===== config.mk =====
export PLATFORM = sky130hd
export DESIGN_NAME = tef_timer_event
export DESIGN_NICKNAME = d
export VERILOG_FILES = /design/src/tef_pkg.sv /design/src/tef_timer_event.sv
export SDC_FILE = /design/constraint.sdc
export NUM_CORES = 1
export LEC_CHECK = 0
export ABC_AREA = 1
export BUFFER_PORTS_ARGS = -buffer_cell sky130_fd_sc_hd__buf_4
export CAP_MARGIN = 15
export CORE_ASPECT_RATIO = 1.4
export CORE_MARGIN = 2
export CORE_UTILIZATION = 40
export CTS_CLUSTER_DIAMETER = 200
export DETAILED_ROUTE_END_ITERATION = 7
export PLACE_DENSITY = 0.62
export SLEW_MARGIN = 20
export SYNTH_ARGS = -nofsm -noshare
export SYNTH_HDL_FRONTEND = slang
export SYNTH_SLANG_ARGS = --single-unit

===== constraint.sdc =====
create_clock -name core_clk -period 1.3 [get_ports core_clk]
set_input_delay 0.13 -clock core_clk [delete_from_list [all_inputs] [get_ports core_clk]]
set_output_delay 0.13 -clock core_clk [all_outputs]
set_load 0.02 [all_outputs]

===== src/tef_pkg.sv =====
// ----------------------------------------------------------------------------
// Timer event flags and channel control: shared constants
// ----------------------------------------------------------------------------
package tef_pkg;

    // ------------------------------------------------------------------------
    // Register byte offsets on the APB window
    // ------------------------------------------------------------------------
    localparam logic [7:0] CTRL_OFS   = 8'h00;   // Update disable and source select
    localparam logic [7:0] MASK_OFS   = 8'h0c;   // Interrupt enables, same layout as status
    localparam logic [7:0] STAT_OFS   = 8'h10;   // Sticky event flags
    localparam logic [7:0] EVGEN_OFS  = 8'h14;   // Software event generation
    localparam logic [7:0] CHCTL1_OFS = 8'h18;   // Channel control one
    localparam logic [7:0] CCR1_OFS   = 8'h34;   // Compare/capture value, channel 1
    localparam logic [7:0] CCR2_OFS   = 8'h38;   // Compare value, channel 2

    // ------------------------------------------------------------------------
    // Field positions
    // ------------------------------------------------------------------------
    localparam int UPDATE_DISABLE_BIT   = 1;              // Control: update disable
    localparam int URS_BIT    = 2;              // Control: update source select
    localparam int UPD_BIT    = 0;              // Status/event: update
    localparam int CC1_BIT    = 1;              // Status/event: channel 1
    localparam int CC2_BIT    = 2;              // Status/event: channel 2
    localparam int TRG_BIT    = 6;              // Status/event: trigger
    localparam int CC1S_LSB   = 0;              // Channel 1 direction select, 2 bits
    localparam int CC2S_LSB   = 8;              // Channel 2 direction select, 2 bits
    localparam int CHAN2_OUTPUT_BEHAVIOUR_LSB   = 12;             // Channel 2 output behaviour, 3 bits
    localparam int CHAN2_REF_CLEAR_ENABLE_BIT  = 15;             // Channel 2 reference clear enable

    // ------------------------------------------------------------------------
    // Writable masks and reset values
    // ------------------------------------------------------------------------
    localparam logic [15:0] CTRL_WMASK  = 16'h0006;
    localparam logic [15:0] STAT_WMASK  = 16'h0047;
    localparam logic [15:0] CTRL_RST    = 16'h0000;
    localparam logic [15:0] MASK_RST    = 16'h0000;
    localparam logic [15:0] STAT_RST    = 16'h0000;
    localparam logic [15:0] CHCTL1_RST  = 16'h0000;
    localparam logic [15:0] CCR_RST     = 16'h0000;
    localparam logic [1:0]  DIR_OUTPUT  = 2'h0;   // Direction code for compare output

    // ------------------------------------------------------------------------
    // Output behaviour of channel 2 reference
    // ------------------------------------------------------------------------
    typedef enum logic [2:0] {
        OCM_FROZEN     = 3'h0,
        OCM_MATCH_HIGH = 3'h1,
        OCM_MATCH_LOW  = 3'h2,
        OCM_TOGGLE     = 3'h3,
        OCM_FORCE_LOW  = 3'h4,
        OCM_FORCE_HIGH = 3'h5,
        OCM_PWM1       = 3'h6,
        OCM_PWM2       = 3'h7
    } tef_ocmode_t;

endpackage


===== src/tef_timer_event.sv =====
`timescale 1ns/100ps

module tef_timer_event (
    // Clock and reset
    input  wire logic        core_clk,
    input  wire logic        rst_n,
    // APB slave
    input  wire logic        psel,
    input  wire logic        penable,
    input  wire logic        pwrite,
    input  wire logic [7:0]  paddr,
    input  wire logic [31:0] pwdata,
    input  wire logic [3:0]  pstrb,
    output logic      [31:0] prdata,
    output logic             pready,
    output logic             pslverr,
    // Counter core, same clock
    input  wire logic [15:0] coreCounter,
    input  wire logic        repCounterWrap,
    input  wire logic        swReinit,
    input  wire logic        trigReinit,
    input  wire logic        trigEvent,
    input  wire logic        chan1CaptureEvent,
    input  wire logic        filteredExternalTrigger,
    // Results
    output logic             updateEvent,
    output logic             irq,
    output logic             chan2OutputReference,
    output logic             chan2Output,
    output logic             chan2ComplementOutput
);

    // ------------------------------------------------------------------------
    // Declarations
    // ------------------------------------------------------------------------
    logic [15:0] ctrl_q;
    logic [15:0] mask_q;
    logic [15:0] stat_q;
    logic [15:0] stat_d;
    logic [15:0] chctl_q;
    logic [15:0] ccr1_q;
    logic [15:0] ccr2_q;
    logic        ref_q;
    logic        ref_d;
    logic        upd_q;
    logic [31:0] prdata_q;
    logic        slverr_q;
    logic        setupPh;
    logic        wrEn;
    logic        rdEn;
    logic [15:0] byteEn;
    logic [15:0] setVec;
    logic [15:0] clrVec;
    logic        ugPulse;
    logic        cc1gPulse;
    logic        cc2gPulse;
    logic        tgPulse;
    logic        updateDisable;
    logic        updateSourceSelect;
    logic        ch1IsOutput;
    logic        ch2IsOutput;
    logic        cmp1Match;
    logic        cmp2Match;
    logic        capture1;
    logic        refClearEnable;
    tef_pkg::tef_ocmode_t chan2Behaviour;

    // Merge a write into a register under the byte strobes
    function automatic logic [15:0] wmerge(input logic [15:0] old, input logic [15:0] val,
                                           input logic [15:0] be);
        wmerge = (old & ~be) | (val & be);
    endfunction

    // ------------------------------------------------------------------------
    // APB decode
    // ------------------------------------------------------------------------
    // Zero wait states: every access completes in its first access cycle
    assign setupPh = psel & ~penable;
    assign wrEn    = psel & penable & pwrite;
    assign rdEn    = psel & penable & ~pwrite;
    assign byteEn  = {{8{pstrb[1]}}, {8{pstrb[0]}}};
    assign pready  = 1'b1;
    assign prdata  = prdata_q;
    assign pslverr = slverr_q & psel & penable;

    // Field views of the control registers
    assign updateDisable      = ctrl_q[tef_pkg::UPDATE_DISABLE_BIT];
    assign updateSourceSelect = ctrl_q[tef_pkg::URS_BIT];
    assign ch1IsOutput    = chctl_q[tef_pkg::CC1S_LSB +: 2] == tef_pkg::DIR_OUTPUT;
    assign ch2IsOutput    = chctl_q[tef_pkg::CC2S_LSB +: 2] == tef_pkg::DIR_OUTPUT;
    assign refClearEnable = chctl_q[tef_pkg::CHAN2_REF_CLEAR_ENABLE_BIT];
    assign chan2Behaviour = tef_pkg::tef_ocmode_t'(chctl_q[tef_pkg::CHAN2_OUTPUT_BEHAVIOUR_LSB +: 3]);

    // ------------------------------------------------------------------------
    // Software event generation
    // ------------------------------------------------------------------------
    // Bits are never stored, so they read back zero: the self-clear is immediate
    // trigger generate bit
    assign tgPulse   = wrEn & (paddr == tef_pkg::EVGEN_OFS) & pstrb[0] & pwdata[tef_pkg::TRG_BIT];
    assign cc1gPulse = wrEn & (paddr == tef_pkg::EVGEN_OFS) & pstrb[0] & pwdata[tef_pkg::CC1_BIT];
    assign cc2gPulse = wrEn & (paddr == tef_pkg::EVGEN_OFS) & pstrb[0] & pwdata[tef_pkg::CC2_BIT];
    assign ugPulse   = wrEn & (paddr == tef_pkg::EVGEN_OFS) & pstrb[0] & pwdata[tef_pkg::UPD_BIT];

    // ------------------------------------------------------------------------
    // Update event sources
    // ------------------------------------------------------------------------
    // wrap updates; soft sources need source select clear
    assign updateEvent = ~updateDisable &
                         (repCounterWrap | (~updateSourceSelect & (ugPulse | swReinit | trigReinit)));

    // ------------------------------------------------------------------------
    // Channel compare and capture
    // ------------------------------------------------------------------------
    // match only counts in output mode
    assign cmp1Match = ch1IsOutput & (coreCounter == ccr1_q);
    assign cmp2Match = ch2IsOutput & (coreCounter == ccr2_q);
    assign capture1  = ~ch1IsOutput & (chan1CaptureEvent | cc1gPulse);

    // Flag set sources
    always_comb begin
        setVec                   = 16'h0000;
        setVec[tef_pkg::UPD_BIT] = updateEvent;
        setVec[tef_pkg::CC1_BIT] = cmp1Match | capture1 | cc1gPulse;
        setVec[tef_pkg::CC2_BIT] = cmp2Match | cc2gPulse;
        setVec[tef_pkg::TRG_BIT] = trigEvent | tgPulse;
    end

    // Flag clear sources; a written zero clears, a written one is ignored
    always_comb begin
        clrVec = 16'h0000;
        if (wrEn && paddr == tef_pkg::STAT_OFS) begin
            clrVec = ~pwdata[15:0] & byteEn & tef_pkg::STAT_WMASK;
        end
        if (rdEn && paddr == tef_pkg::CCR1_OFS && !ch1IsOutput) begin
            clrVec[tef_pkg::CC1_BIT] = 1'b1;
        end
    end

    assign stat_d = (stat_q & ~clrVec) | setVec;

    // ------------------------------------------------------------------------
    // Status register
    // ------------------------------------------------------------------------
    always_ff @(posedge core_clk) begin
        if (!rst_n) begin
            stat_q <= tef_pkg::STAT_RST;
        end else begin
            stat_q <= stat_d;
        end
    end

    // Interrupt: level, high while an enabled flag stands
    // trigger interrupt when enabled
    assign irq = |(stat_q & mask_q);

    // ------------------------------------------------------------------------
    // Control, mask and channel control registers
    // ------------------------------------------------------------------------
    always_ff @(posedge core_clk) begin
        if (!rst_n) begin
            ctrl_q  <= tef_pkg::CTRL_RST;
            mask_q  <= tef_pkg::MASK_RST;
            chctl_q <= tef_pkg::CHCTL1_RST;
        end else if (wrEn) begin
            if (paddr == tef_pkg::CTRL_OFS) begin
                ctrl_q <= wmerge(ctrl_q, pwdata[15:0], byteEn & tef_pkg::CTRL_WMASK);
            end
            if (paddr == tef_pkg::MASK_OFS) begin
                mask_q <= wmerge(mask_q, pwdata[15:0], byteEn & tef_pkg::STAT_WMASK);
            end
            if (paddr == tef_pkg::CHCTL1_OFS) begin
                chctl_q <= wmerge(chctl_q, pwdata[15:0], byteEn);
            end
        end
    end

    // Compare/capture 1: software value in output mode, captured count in input mode
    always_ff @(posedge core_clk) begin
        if (!rst_n) begin
            ccr1_q <= tef_pkg::CCR_RST;
        end else if (capture1) begin
            ccr1_q <= coreCounter;
        end else if (wrEn && paddr == tef_pkg::CCR1_OFS && ch1IsOutput) begin
            ccr1_q <= wmerge(ccr1_q, pwdata[15:0], byteEn);
        end
    end

    // Compare 2: no preload, a new value acts at once
    always_ff @(posedge core_clk) begin
        if (!rst_n) begin
            ccr2_q <= tef_pkg::CCR_RST;
        end else if (wrEn && paddr == tef_pkg::CCR2_OFS) begin
            ccr2_q <= wmerge(ccr2_q, pwdata[15:0], byteEn);
        end
    end

    // ------------------------------------------------------------------------
    // Channel 2 output reference
    // ------------------------------------------------------------------------
    // PWM assumes an up-counting core; down counting would need a direction input
    always_comb begin
        case (chan2Behaviour)
            tef_pkg::OCM_FROZEN:     ref_d = ref_q;
            tef_pkg::OCM_MATCH_HIGH: ref_d = cmp2Match ? 1'b1 : ref_q;
            tef_pkg::OCM_MATCH_LOW:  ref_d = cmp2Match ? 1'b0 : ref_q;
            tef_pkg::OCM_TOGGLE:     ref_d = cmp2Match ? ~ref_q : ref_q;
            tef_pkg::OCM_FORCE_LOW:  ref_d = 1'b0;
            tef_pkg::OCM_FORCE_HIGH: ref_d = 1'b1;
            tef_pkg::OCM_PWM1:       ref_d = coreCounter < ccr2_q;
            tef_pkg::OCM_PWM2:       ref_d = ~(coreCounter < ccr2_q);
            default:                 ref_d = ref_q;
        endcase
        if (refClearEnable && filteredExternalTrigger) begin
            ref_d = 1'b0;
        end
        // no output meaning in input mode
        if (!ch2IsOutput) begin
            ref_d = 1'b0;
        end
    end

    always_ff @(posedge core_clk) begin
        if (!rst_n) begin
            ref_q <= 1'b0;
        end else begin
            ref_q <= ref_d;
        end
    end

    // Polarity selection lives outside this block: the output follows the reference, the complement its inverse
    assign chan2OutputReference  = ref_q;
    assign chan2Output           = ref_q;
    assign chan2ComplementOutput = ~ref_q;

    // ------------------------------------------------------------------------
    // Read data, latched in the setup cycle
    // ------------------------------------------------------------------------
    // Sampling in setup keeps prdata a flop; a flag raised during access shows next read
    always_ff @(posedge core_clk) begin
        if (!rst_n) begin
            prdata_q <= 32'h0000_0000;
            slverr_q <= 1'b0;
        end else if (setupPh) begin
            slverr_q <= 1'b0;
            case (paddr)
                tef_pkg::CTRL_OFS:   prdata_q <= {16'h0000, ctrl_q};
                tef_pkg::MASK_OFS:   prdata_q <= {16'h0000, mask_q};
                tef_pkg::STAT_OFS:   prdata_q <= {16'h0000, stat_q};
                tef_pkg::EVGEN_OFS:  prdata_q <= 32'h0000_0000;
                tef_pkg::CHCTL1_OFS: prdata_q <= {16'h0000, chctl_q};
                tef_pkg::CCR1_OFS:   prdata_q <= {16'h0000, ccr1_q};
                tef_pkg::CCR2_OFS:   prdata_q <= {16'h0000, ccr2_q};
                default: begin
                    prdata_q <= 32'h0000_0000;
                    slverr_q <= 1'b1;
                end
            endcase
        end
    end

    // Registered copy of the update strobe, for the checks below
    always_ff @(posedge core_clk) begin
        if (!rst_n) begin
            upd_q <= 1'b0;
        end else begin
            upd_q <= updateEvent;
        end
    end

    // ------------------------------------------------------------------------
    // Assertions
    // ------------------------------------------------------------------------
    cmp1_flag_a: assert property (@(posedge core_clk) disable iff (!rst_n)
        cmp1Match |=> stat_q[tef_pkg::CC1_BIT])
        else $error("channel 1 match did not set its flag");

    cap1_flag_a: assert property (@(posedge core_clk) disable iff (!rst_n)
        (!ch1IsOutput && chan1CaptureEvent) |=> stat_q[tef_pkg::CC1_BIT] && ccr1_q == $past(coreCounter))
        else $error("capture did not store count and flag");

    cap1_rdclr_a: assert property (@(posedge core_clk) disable iff (!rst_n)
        (rdEn && paddr == tef_pkg::CCR1_OFS && !ch1IsOutput && !setVec[tef_pkg::CC1_BIT])
        |=> !stat_q[tef_pkg::CC1_BIT])
        else $error("capture read did not clear channel 1 flag");

    upd_sticky_a: assert property (@(posedge core_clk) disable iff (!rst_n)
        upd_q |-> stat_q[tef_pkg::UPD_BIT])
        else $error("update event did not set update flag");

    upd_disable_a: assert property (@(posedge core_clk) disable iff (!rst_n)
        updateDisable |-> !updateEvent)
        else $error("update produced while disabled");

    wrap_update_a: assert property (@(posedge core_clk) disable iff (!rst_n)
        (repCounterWrap && !updateDisable) |-> updateEvent ##1 stat_q[tef_pkg::UPD_BIT])
        else $error("repetition wrap gave no update");

    ug_update_a: assert property (@(posedge core_clk) disable iff (!rst_n)
        (ugPulse || swReinit) && !updateDisable && !updateSourceSelect |-> updateEvent)
        else $error("update generate or reinit gave no update");

    urs_block_a: assert property (@(posedge core_clk) disable iff (!rst_n)
        (updateSourceSelect && !repCounterWrap) |-> !updateEvent)
        else $error("soft source updated while source select set");

    trg_reinit_a: assert property (@(posedge core_clk) disable iff (!rst_n)
        (trigReinit && !updateDisable && !updateSourceSelect) |-> updateEvent)
        else $error("trigger reinit gave no update");

    tg_flag_a: assert property (@(posedge core_clk) disable iff (!rst_n)
        tgPulse |=> stat_q[tef_pkg::TRG_BIT])
        else $error("trigger generate did not set trigger flag");

    tg_irq_a: assert property (@(posedge core_clk) disable iff (!rst_n)
        (tgPulse && mask_q[tef_pkg::TRG_BIT] && !(wrEn && paddr == tef_pkg::MASK_OFS)) |=> irq)
        else $error("enabled trigger raised no interrupt");

    chan2_event_generate_flag_a: assert property (@(posedge core_clk) disable iff (!rst_n)
        cc2gPulse |=> stat_q[tef_pkg::CC2_BIT])
        else $error("channel 2 generate set no flag");

    chan1_event_generate_flag_a: assert property (@(posedge core_clk) disable iff (!rst_n)
        cc1gPulse |=> stat_q[tef_pkg::CC1_BIT])
        else $error("channel 1 generate set no flag");

    ch2_input_a: assert property (@(posedge core_clk) disable iff (!rst_n)
        !ch2IsOutput |=> !ref_q)
        else $error("reference driven while channel 2 is input");

    ref_clear_a: assert property (@(posedge core_clk) disable iff (!rst_n)
        (refClearEnable && filteredExternalTrigger) |=> !chan2OutputReference)
        else $error("external trigger did not clear reference");

    force_high_a: assert property (@(posedge core_clk) disable iff (!rst_n)
        (ch2IsOutput && chan2Behaviour == tef_pkg::OCM_FORCE_HIGH && !(refClearEnable && filteredExternalTrigger))
        |=> chan2Output && !chan2ComplementOutput)
        else $error("force high not seen on channel 2 outputs");

    one_keeps_a: assert property (@(posedge core_clk) disable iff (!rst_n)
        (wrEn && paddr == tef_pkg::STAT_OFS && pstrb[0] && pwdata[tef_pkg::UPD_BIT] && stat_q[tef_pkg::UPD_BIT])
        |=> stat_q[tef_pkg::UPD_BIT])
        else $error("writing one cleared the update flag");

endmodule

==> run metrics, run 1 <==
CP delay by family, top=simple AND/OR/NAND/NOR gates; ranking of synthesized cells by area=dfxtp_1, nand2_1, a21oi_1; failing checks=negative setup slack; die area=12300 um2; Psw=around 1.4 mW; Seq/Total Area, Yosys=0.332; ANT cells=0; min-delay src=trigEvent; via count=5212; wire per inst=approximately 16 um; final layout net count=between 900 and 1000; clock buffer depth=2; Initial Utilization=0.408; Sw Share=0.251; R2R setup slack=-0.26 ns; largest area contributor in the netlist=dfxtp_1; layout cells sized above 1=0.357; max_cap viols=0; unrepaired setup endpoints after global routing=yes; IO Port Bufs=74; Synthesis Warnings=0; Hold Vio Cnt, Final=0; Gate power share=0.124; GPL Wtd Cong=between 0.9 and 1; 1st-pass router iterations=5; worst slack at placement=-0.270 ns; die height=around 130 um; DPL Wire Length=between 10000 and 15000 um; vias per inst=between 5 and 6; Layout fillers=just over 1000; DR iter-0 viols=about 280; post-route clock period utilization=1.20; Critical Path Fanout Max=2; Static Leak=~2.8 nW; Synth Cell Area=approximately 4600 um2; Clock transition at path regs=around 0.060 ns; kind of critical path=reg2reg; Hold Path Class=in2reg; register bit count reported by yosys=76; Pwr Density=roughly 860 nW/um2; Clock Sinks=76; htree depth=3; hold path depth=3; Multi-input gate area=slightly below 3000 um2; CTS buffer count=9; outcome=finished, violations left; Critical Path RT=about 1.5 ns; critical path buffer and inverter count=3; first-pass GRT wire length=24200 um; Post-Syn Instances=around 670; R2R depth=12; Die W=94.4 um; Syn-to-layout area delta=47.1%; Sequential Area=1530 um2; DRC viols=0; fmax=0.643 GHz; Worst-Skew Late Latency=around 0.34 ns; number of global-route vias before repair=approximately 5000; CP endpoint kind=flop; power consumption=5.76 mW; fin. max-slew vios=0; Tot GR Track Use=0.260; CP max-delay cell=dfxtp_2; Flop pwr share=0.407; maximum number of pins on one net before global-route repair=59; Max stage delay on crit path=0.33 ns; Final setup viols=2; WHS Endpoint=stat_q[6]$_SDFF_PN0_; Post-CTS Hold Fix Bufs=0; Ports=110; post-route setup slack=-0.256 ns; cells along the critical path=inv_2 > ha_4 > nand2_2 > inv_2 > nand3_2 > nor2_1 > buf_4 > nand3_4 > a21oi_2 > nand2_2 > nor2_2 > nor2_1; WL final=16100 um; Arr. time, crit path=around 1.8 ns; clk_skew=about 0.01 ns; Routed Antenna Nets=0; clock share of power=0.469; startpoint types=flop; commonest non-fill, non-tap cell in the layout=buf_4; Netlist cell types=36; min Tclk post-route=around 1.6 ns; Internal=4.32 mW; num rows=46; Core Area=between 10000 and 15000 um2; gr ovfl total=0; CTS tree=built; mean area per synthesized cell=just under 7 um2; Yosys top cell area share=0.332; Crit Reg-Reg Endpoint=chan2Output$_SDFFE_PP0P_; Max IR drop VDD=around 0.00058 V; commonest cells after routing, fill and taps aside=buf_4, nand2_1, dfxtp_1, inv_1, a21oi_1; Root Driver=clkbuf_16; antenna violations before repair=0
-- cell families after synthesis --
group                      count (synthesis)  synth area share
adders and majority gates                 16            0.0437
other                                      2           0.00164
and+or+nand+nor                          322             0.328
DFF                                       76             0.332
AOI/OAI and AO/OA                        123             0.152
xor gates and xnor gates                   8            0.0153
buffers and inverters                    125             0.127
-- metrics by stage --
| step | TNS (ns) | area (um2) | cells | hold WS (ns) | utilization |
|---|---|---|---|---|---|
| finish | -0.356 | 6730 | 985 | 0.0567 | 0.600 |
| CTS | -0.292 | 6370 | 973 | 0.0490 | 0.568 |
| floorplan | -0.100 | 4640 | 687 | 0.272 | - |
| global route | -0.998 | 6730 | 985 | 0.0826 | 0.600 |
| detailed placement | -11.40 | 5850 | 955 | 0.403 | 0.521 |
| global placement | -8.87 | 5850 | 955 | 0.392 | 0.521 |
-- worst max path at each step --
stage,slack (ns),end,startpoint,cells past startpoint
6_report,-0.26,chan2Output$_SDFFE_PP0P_,flop,12
5_1_grt,-0.35,chan2Output$_SDFFE_PP0P_,flop,12
4_1_cts,-0.22,chan2Output$_SDFFE_PP0P_,flop,10
3_5_place_dp,-0.27,chan2Output$_SDFFE_PP0P_,flop,12
3_3_place_gp,-0.26,chan2Output$_SDFFE_PP0P_,flop,12
2_1_floorplan,-0.10,chan2Output$_SDFFE_PP0P_,flop,9
-- per-layer routing --
| metal | wire length, um | GRT usage | vias to the layer above | part of all wire |
|---|---|---|---|---|
| met5 | 0 | 0 | - | 0 |
| met3 | 747 | 0.0453 | 70 | 0.046 |
| met1 | 5910 | 0.267 | 2407 | 0.37 |
| met4 | 1250 | 0.193 | 0 | 0.077 |
| li1 | - | - | 2528 | - |
| met2 | 8220 | 0.467 | 207 | 0.51 |
-- synthesized netlist by cell type --
library cell,count
nor2_1,50
xor2_1,2
dfxtp_1,76
conb_1,2
o22ai_1,1
buf_2,8
buf_4,19
nand2_1,148
buf_6,4
nand3_4,1
nand3_2,4
nor3_1,13
a21o_1,1
clkinv_1,1
nor2_2,4
xnor2_1,6
o2111ai_1,1
nand3b_1,3
nand2_2,4
nand3_1,61
o31ai_1,1
ha_1,16
inv_2,3
nand2_4,3
o211ai_1,12
clkbuf_1,14
nor2_4,6
or2_2,3
buf_1,1
a31oi_1,1
o21ai_0,30
nand4_1,22
a21oi_1,61
inv_4,1
a211oi_1,15
inv_1,74
-- worst reg2reg max path: stages (launching register included) --
cell and delay (ns):
dfxtp_2 0.33, inv_2 0.05, ha_4 0.26, nand2_2 0.05, inv_2 0.07, nand3_2 0.06, nor2_1 0.10, buf_4 0.15
nand3_4 0.07, a21oi_2 0.13, nand2_2 0.06, nor2_2 0.09, nor2_1 0.05
-- power groups by stage --
stage / Clock (mW) / Combinational, mW / Sequential (mW)
2_1_floorplan: 0 / 0.309 / 2.40
3_3_place_gp: 0 / 0.609 / 2.40
3_5_place_dp: 0 / 0.617 / 2.40
4_1_cts: 2.73 / 0.658 / 2.35
5_1_grt: 2.83 / 0.768 / 2.35
6_report: 2.71 / 0.712 / 2.35
-- what timing repair did --
action	4_1_cts	5_1_grt
setup endpoints to repair	20	45
buffers inserted	5	10
gates resized for setup	38	68
pin swaps	14	54
gates cloned	0	2
hold endpoints to repair	0	0
-- final cells by class --
class | count | area share
multi-input cells | 487 | 0.434
flip-flops and latches | 76 | 0.227
repair buffers | 184 | 0.221
inverters | 79 | 0.0444
clock buffers | 9 | 0.0335
well taps | 144 | 0.0268
clock inverters | 6 | 0.0134
(Power assumes the default switching activity.)
==> run 2: changes to the inputs <==
--- a/config.mk
+++ b/config.mk
@@ -5,7 +5,6 @@
 export SDC_FILE = /design/constraint.sdc
 export NUM_CORES = 1
 export LEC_CHECK = 0
-export ABC_AREA = 1
 export BUFFER_PORTS_ARGS = -buffer_cell sky130_fd_sc_hd__buf_4
 export CAP_MARGIN = 15
 export CORE_ASPECT_RATIO = 1.4
@@ -13,7 +12,7 @@
 export CORE_UTILIZATION = 40
 export CTS_CLUSTER_DIAMETER = 200
 export DETAILED_ROUTE_END_ITERATION = 7
-export PLACE_DENSITY = 0.62
+export PLACE_DENSITY = 0.63
 export SLEW_MARGIN = 20
 export SYNTH_ARGS = -nofsm -noshare
 export SYNTH_HDL_FRONTEND = slang
==> run 2 against run 1 <==
  * The flow still finishes with violations (negative setup slack)
  * Cell count is 18% lower
  * Routed wire length is 2.1% lower
  * Final area is 5.2% higher
  * Global-route usage is 1.6 points higher
  * Register-to-register slack worse by 0.30 ns
  * Maximum frequency is 16% lower
  * Clock power is 7.7% lower
  * Hold slack worse by 0.0015 ns
  * Critical endpoint unchanged
  * Sequential share of layout area is 0.96 points lower
  * Largest power group unchanged
  * Worst setup slack worse by 0.30 ns
  * Count of clock-buffer cells in the layout is 2 higher
==> run metrics, run 2 <==
outcome=finished, violations left; failing checks=negative setup slack; Layout fillers=771 (-24%); Flop pwr share=0.422 (+0.015); Internal=4.19 mW (-3.0%); number of global-route vias before repair=4691 (-5.7%); htree depth=3 (unchanged); Sw Share=0.246 (-0.00471); Ports=110 (unchanged); antenna violations before repair=0 (unchanged); kind of critical path=reg2reg; met2 WL=8430 um (+2.6%); Post-Syn Instances=475 (-29%); Initial Utilization=0.405 (-0.00298); Crit Reg-Reg Endpoint=chan2Output$_SDFFE_PP0P_; gr ovfl total=0 (unchanged); Yosys top cell area share=0.367 (+0.0346); via count=4526 (-13%); IO Port Bufs=74 (unchanged); dominant synthesized flop cell=dfxtp_1; DPL Wire Length=10800 um (-10%); register bit count reported by yosys=76 (unchanged); CTS buffer count=9 (unchanged); met3 wire length=773 um (+3.5%); Final setup viols=74 (+72); Routed Antenna Nets=0 (unchanged); WHS Endpoint=stat_q[6]$_SDFF_PN0_; wire per inst=19.5 um (+19%); commonest non-fill, non-tap cell in the layout=buf_4; post-route clock period utilization=1.43 (+0.229); vias per inst=5.59 (+5.6%); Netlist cell types=55 (+53%); Core Area=10200 um2 (-8.8%); startpoint types=flop; Hold Vio Cnt, Final=0 (unchanged); R2R depth=8 (-4); max_cap viols=0 (unchanged); ys async rst share=0 (unchanged); Sequential Area=1540 um2 (+0.74%); min Tclk post-route=1.85 ns (+0.297 ns); Static Leak=2.84 nW (+0.16%); Die W=90.1 um (-4.6%); mean area per synthesized cell=8.73 um2 (+28%); Clock Sinks=76 (unchanged); layout cells sized above 1=0.574 (+0.218); ANT cells=0 (unchanged); commonest cells after routing, fill and taps aside=buf_4, dfxtp_1, nor2_1, mux2i_1, buf_6; Critical Path RT=1.57 ns (+0.03 ns); Clock transition at path regs=0.06 ns (about the same); GPL Wtd Cong=0.942 (-3.4%); ranking of synthesized cells by area=dfxtp_1, mux2i_1, ha_1; hold path depth=3 (unchanged); largest area contributor in the netlist=dfxtp_1; R2R setup slack=-0.55 ns (-0.30 ns); Placed Area=5750 um2 (-1.7%); clock share of power=0.449 (-0.020); num rows=44 (-4.3%); power consumption=5.56 mW (-3.6%); final cell count without fillers=810 (-18%); Placed Instances=767 (-20%); fmax=0.540 GHz (-16%); DRC viols=0 (unchanged); Root Driver=clkbuf_16; 1st-pass router iterations=5 (unchanged); Hold Path Class=in2reg; die height=124 um (-4.7%); Hold WS=0.0552 ns (-0.00147 ns); Post-Route M1 WL=5810 um (-1.8%); Multi-input gate area=3120 um2 (+6.7%); Tot GR Track Use=0.276 (+0.0162); post-route setup slack=-0.553 ns (-0.297 ns); max_slew headroom=0.480; DR top layer=met4; clock buffer depth=2 (unchanged); final layout net count=755 (-18%); Synth top cells by count=dfxtp_1, nor2_1, nand2_1; unrepaired setup endpoints after global routing=yes; Gate power share=0.128 (+0.004); fin. max-slew vios=0 (unchanged); Worst-Skew Late Latency=0.34 ns (about the same); Synth Cell Area=4150 um2 (-9.4%); count leader, synth=dfxtp_1; CTS tree=built; Seq/Total Area, Yosys=0.367 (+0.0346); min-delay src=trigEvent; design area=7080 um2 (+5.2%); number of synthesized flops with an enable pin=0 (unchanged); Psw=1.37 mW (-5.4%); WL final=15800 um (-2.1%); die area=11200 um2 (-9.1%); Synthesis Warnings=0 (unchanged); maximum number of pins on one net before global-route repair=59 (unchanged); CP endpoint kind=flop; first-pass GRT wire length=24100 um (-0.51%); Syn-to-layout area delta=70.8%; Critical Path Fanout Max=2 (unchanged); Max IR drop VDD=0.000660 V (+13%); Least-Margin Pin Slew=between 0.7 and 0.8 ns; Arr. time, crit path=2.12 ns (+0.32 ns); clk_skew=0.00673 ns (-0.00319 ns); DR iter-0 viols=302 (+6.7%); Pwr Density=785 nW/um2 (-8.4%)
## run 2: cell types whose count changed after synthesis, sizes merged, moves of 10 or more
cell    delta
a21oi     -29
a222oi    +12
a22oi     +14
inv       -53
mux2i     +36
nand2    -113
nand3     -48
nand4     -14
nor2      -11
o211ai    -10
o21ai     -11
xor2      +14
## run 2: routing by layer
layer / vias to the layer above / global-route usage
met5: - / 0
met4: 0 / 0.146
met3: 54 / 0.0466
met2: 179 / 0.508
met1: 2217 / 0.298
li1: 2076 / -
## run 2: per-stage QoR
stage	util	TNS (ns)	worst slack, ns
floorplan	-	-20.61	-0.438
global placement	0.561	-35.26	-0.676
detailed placement	0.561	-36.78	-0.713
CTS	0.662	-8.72	-0.576
global route	0.692	-14.51	-0.650
finish	0.692	-10.42	-0.553
## run 2: how the worst max path moves through the flow
stage	endpoint	slack (ns)	cells past startpoint
after CTS	chan2Output$_SDFFE_PP0P_	-0.58	7
after global routing	chan2Output$_SDFFE_PP0P_	-0.65	8
after detailed placement	chan2Output$_SDFFE_PP0P_	-0.71	8
after global placement	chan2Output$_SDFFE_PP0P_	-0.68	8
final	chan2Output$_SDFFE_PP0P_	-0.55	8
after floorplan	chan2Output$_SDFFE_PP0P_	-0.44	7
## run 2: power by group through the flow
stage	sequential [mW]	combinational [mW]	clock (mW)
finish	2.35	0.711	2.50
global route	2.35	0.757	2.62
CTS	2.35	0.671	2.50
detailed placement	2.40	0.593	0
global placement	2.40	0.584	0
floorplan	2.40	0.274	0
## run 2: area by class of cell
type,instances,area share
Clock buffer,11,0.0343
Clock inverter,4,0.00689
Timing Repair Buffer,207,0.263
Sequential cell,76,0.218
Multi-Input combinational cell,349,0.440
Inverter,25,0.0133
Tap cell,138,0.0244
## run 2: kinds of logic (layout without fill, tap and decap cells)
logic type	Yosys count	in the layout	synth area share
AND/OR/NAND/NOR	146	146	0.177
AO/OA/AOI/OAI	114	114	0.196
flip-flops	76	76	0.367
buffers and inverters	65	247	0.0782
multiplexers	40	40	0.0978
adder cells (fa/ha/maj)	16	16	0.0483
XOR/XNOR	16	16	0.0338
other	2	17	0.00181
## run 2: timing repair
action                                  4_1_cts  5_1_grt
pin swaps                                    71       39
endpoints found under the setup margin       76       76
gates resized for setup                     142       59
cloned                                        3        0
buffers inserted                             21        6
hold buffers                                  0        0
## run 2: critical path: stages (launching register included)
cell     delay [ns]
dfxtp_2        0.33
inv_2          0.04
ha_4           0.21
buf_6          0.12
a21oi_2        0.13
nand2_1        0.07
a221o_1        0.33
or4_1          0.41
a31oi_1        0.13
==> run 3: changes to the inputs <==
--- a/config.mk
+++ b/config.mk
@@ -9,10 +9,11 @@
 export CAP_MARGIN = 15
 export CORE_ASPECT_RATIO = 1.4
 export CORE_MARGIN = 2
-export CORE_UTILIZATION = 40
+export CORE_UTILIZATION = 48
 export CTS_CLUSTER_DIAMETER = 200
 export DETAILED_ROUTE_END_ITERATION = 7
-export PLACE_DENSITY = 0.63
+export PLACE_DENSITY = 0.74
+export SKIP_CTS_REPAIR_TIMING = 1
 export SLEW_MARGIN = 20
 export SYNTH_ARGS = -nofsm -noshare
 export SYNTH_HDL_FRONTEND = slang
==> run 3 against run 2 <==
  * The flow still finishes with violations (negative setup slack)
  * Critical path type unchanged
  * Clock power grew 18%
  * Largest cell class unchanged
  * Die area shrank 16%
  * Utilization grew 13 points
  * Via count grew 7.3%
  * Critical endpoint unchanged
  * Maximum frequency shrank 12%
  * Global-route usage grew 3.8 points
==> run metrics, run 3 (same netlist as run 2, synthesis figures left out) <==
critical path buffer and inverter count=3 (+1); R2R setup slack=-0.81 ns (-0.25 ns); Clock transition at path regs=0.07 ns (about the same); htree depth=3 (unchanged); gr ovfl total=0 (unchanged); IO Port Bufs=74 (unchanged); Core Area=8510 um2 (-17%); CTS tree=built; commonest non-fill, non-tap cell in the layout=buf_4; Critical Path Fanout Max=2 (unchanged); vias per inst=6.20 (+11%); max_slew headroom=0.356 (-0.124); Initial Utilization=0.487 (+0.0824); Clock Sinks=76 (unchanged); max_cap viols=0 (unchanged); layout cells sized above 1=0.544 (-0.0308); Tot GR Track Use=0.314 (+0.0383); Pwr Density=864 nW/um2 (+10%); DR iter-0 viols=597 (+98%); wire per inst=22.7 um (+17%); Ports=110 (unchanged); GPL Wtd Cong=0.925 (-1.8%); Final setup viols=76 (+2.7%); via count=4855 (+7.3%); post-route clock period utilization=1.62 (+0.195); CP endpoint kind=flop; Hold Path Class=in2reg; startpoint types=flop; Syn-to-layout area delta=68.5%; Static Leak=2.83 nW (-0.50%); fin. max-slew vios=0 (unchanged); cells along the critical path=inv_2 > ha_4 > nand4_1 > buf_4 > nor4_4 > buf_4 > a311o_1 > nand4_1 > a31oi_1; clk_skew=0.0111 ns (+0.00434 ns); Max stage delay on crit path=0.35 ns (-0.06 ns); commonest cells after routing, fill and taps aside=buf_4, dfxtp_1, nor2_1, nand2_1, mux2i_1; number of global-route vias before repair=4386 (-6.5%); CP delay by family, top=simple AND/OR/NAND/NOR gates; kind of critical path=reg2reg; failing checks=negative setup slack; cell depth of the worst setup path=9 (+1); 1st-pass router iterations=8 (+3); CTS buffer count=9 (unchanged); num rows=40 (-9.1%); worst slack at placement=-0.761 ns (-0.0480 ns); maximum number of pins on one net before global-route repair=59 (unchanged); Hold WS=0.0456 ns (-0.00956 ns); Arr. time, crit path=2.38 ns (+0.26 ns); fmax=0.475 GHz (-12%); unrepaired setup endpoints after global routing=yes; Layout fillers=452 (-41%); Die W=82.6 um (-8.3%); die area=9410 um2 (-16%); Hold Vio Cnt, Final=0 (unchanged); antenna violations before repair=1 (+1); min Tclk post-route=2.11 ns (+0.253 ns); Root Driver=clkbuf_16; outcome=finished, violations left; DPL Wire Length=10800 um (about the same); hold path depth=3 (unchanged); CP max-delay cell=dfxtp_2; Critical Path RT=1.57 ns (about the same); R2R depth=9 (+1); first-pass GRT wire length=22000 um (-8.7%); post-route setup slack=-0.806 ns (-0.253 ns); WL final=17800 um (+13%); setup TNS=-16.46 ns (-6.04 ns); Max IR drop VDD=0.000939 V (+42%); Worst-Skew Late Latency=0.35 ns (about the same); Routed Antenna Nets=0 (unchanged); final layout net count=759 (+0.53%); Least-Margin Pin Slew=0.962 ns (+0.183 ns); DRC viols=0 (unchanged); clock buffer depth=2 (unchanged); die height=114 um (-8.4%)
==> run 3: changes by cell type in the layout (fill, tap and decap cells not counted), moves of 6 or more <==
cell and change:
buf_6 -11, nand2_1 +6, nor2_2 -9, o21ai_1 +7
buf_4 +17, o21ai_2 -6, nor2_1 +10
==> run 3: final cells by class <==
class	count	area [um2]	area share
clock buffers	10	229	0.0328
clock inverters	6	113	0.0161
repair buffers	211	1840	0.264
flip-flops and latches	76	1540	0.221
diodes	1	2.50	0.000358
multi-input cells	349	3030	0.434
well taps	105	131	0.0188
inverters	25	93.8	0.0134
==> run 3: final timing paths <==
| check | from | to |
|---|---|---|
| setup / recovery | flop | chan2Output$_SDFFE_PP0P_ |
| setup reg to reg | flop | chan2Output$_SDFFE_PP0P_ |
| hold / removal | trigEvent | stat_q[6]$_SDFF_PN0_ |
| hold reg to reg | prdata[13]$_SDFFE_PN0P_ | prdata[13]$_SDFFE_PN0P_ |
==> run 3: through the flow <==
step	util	area, um2	power, mW	std cells
floorplan	-	4420	2.67	490
global placement	0.681	5800	2.98	741
detailed placement	0.681	5800	3.00	741
CTS	0.721	6140	5.86	757
global route	0.821	6980	6.18	782
finish	0.821	6990	6.04	783
==> run 3: per-layer routing <==
metal  track usage  vias up  part of all wire
li1              -     2093                 -
met1         0.338     2304              0.34
met2         0.533      336              0.50
met3        0.0601      122             0.074
met4         0.228        0             0.083
met5             0        -                 0
==> run 3: worst register-to-register path: stages, from the launching register on <==
cell and delay (ns):
dfxtp_2 0.35, inv_2 0.06, ha_4 0.25, nand4_1 0.23, buf_4 0.23, nor4_4 0.30
buf_4 0.18, a311o_1 0.18, nand4_1 0.11, a31oi_1 0.16
==> run 3: power breakdown <==
part           internal (mW)  switching (mW)
sequential              2.34         0.00637
combinational          0.328           0.410
clock                   1.88            1.07
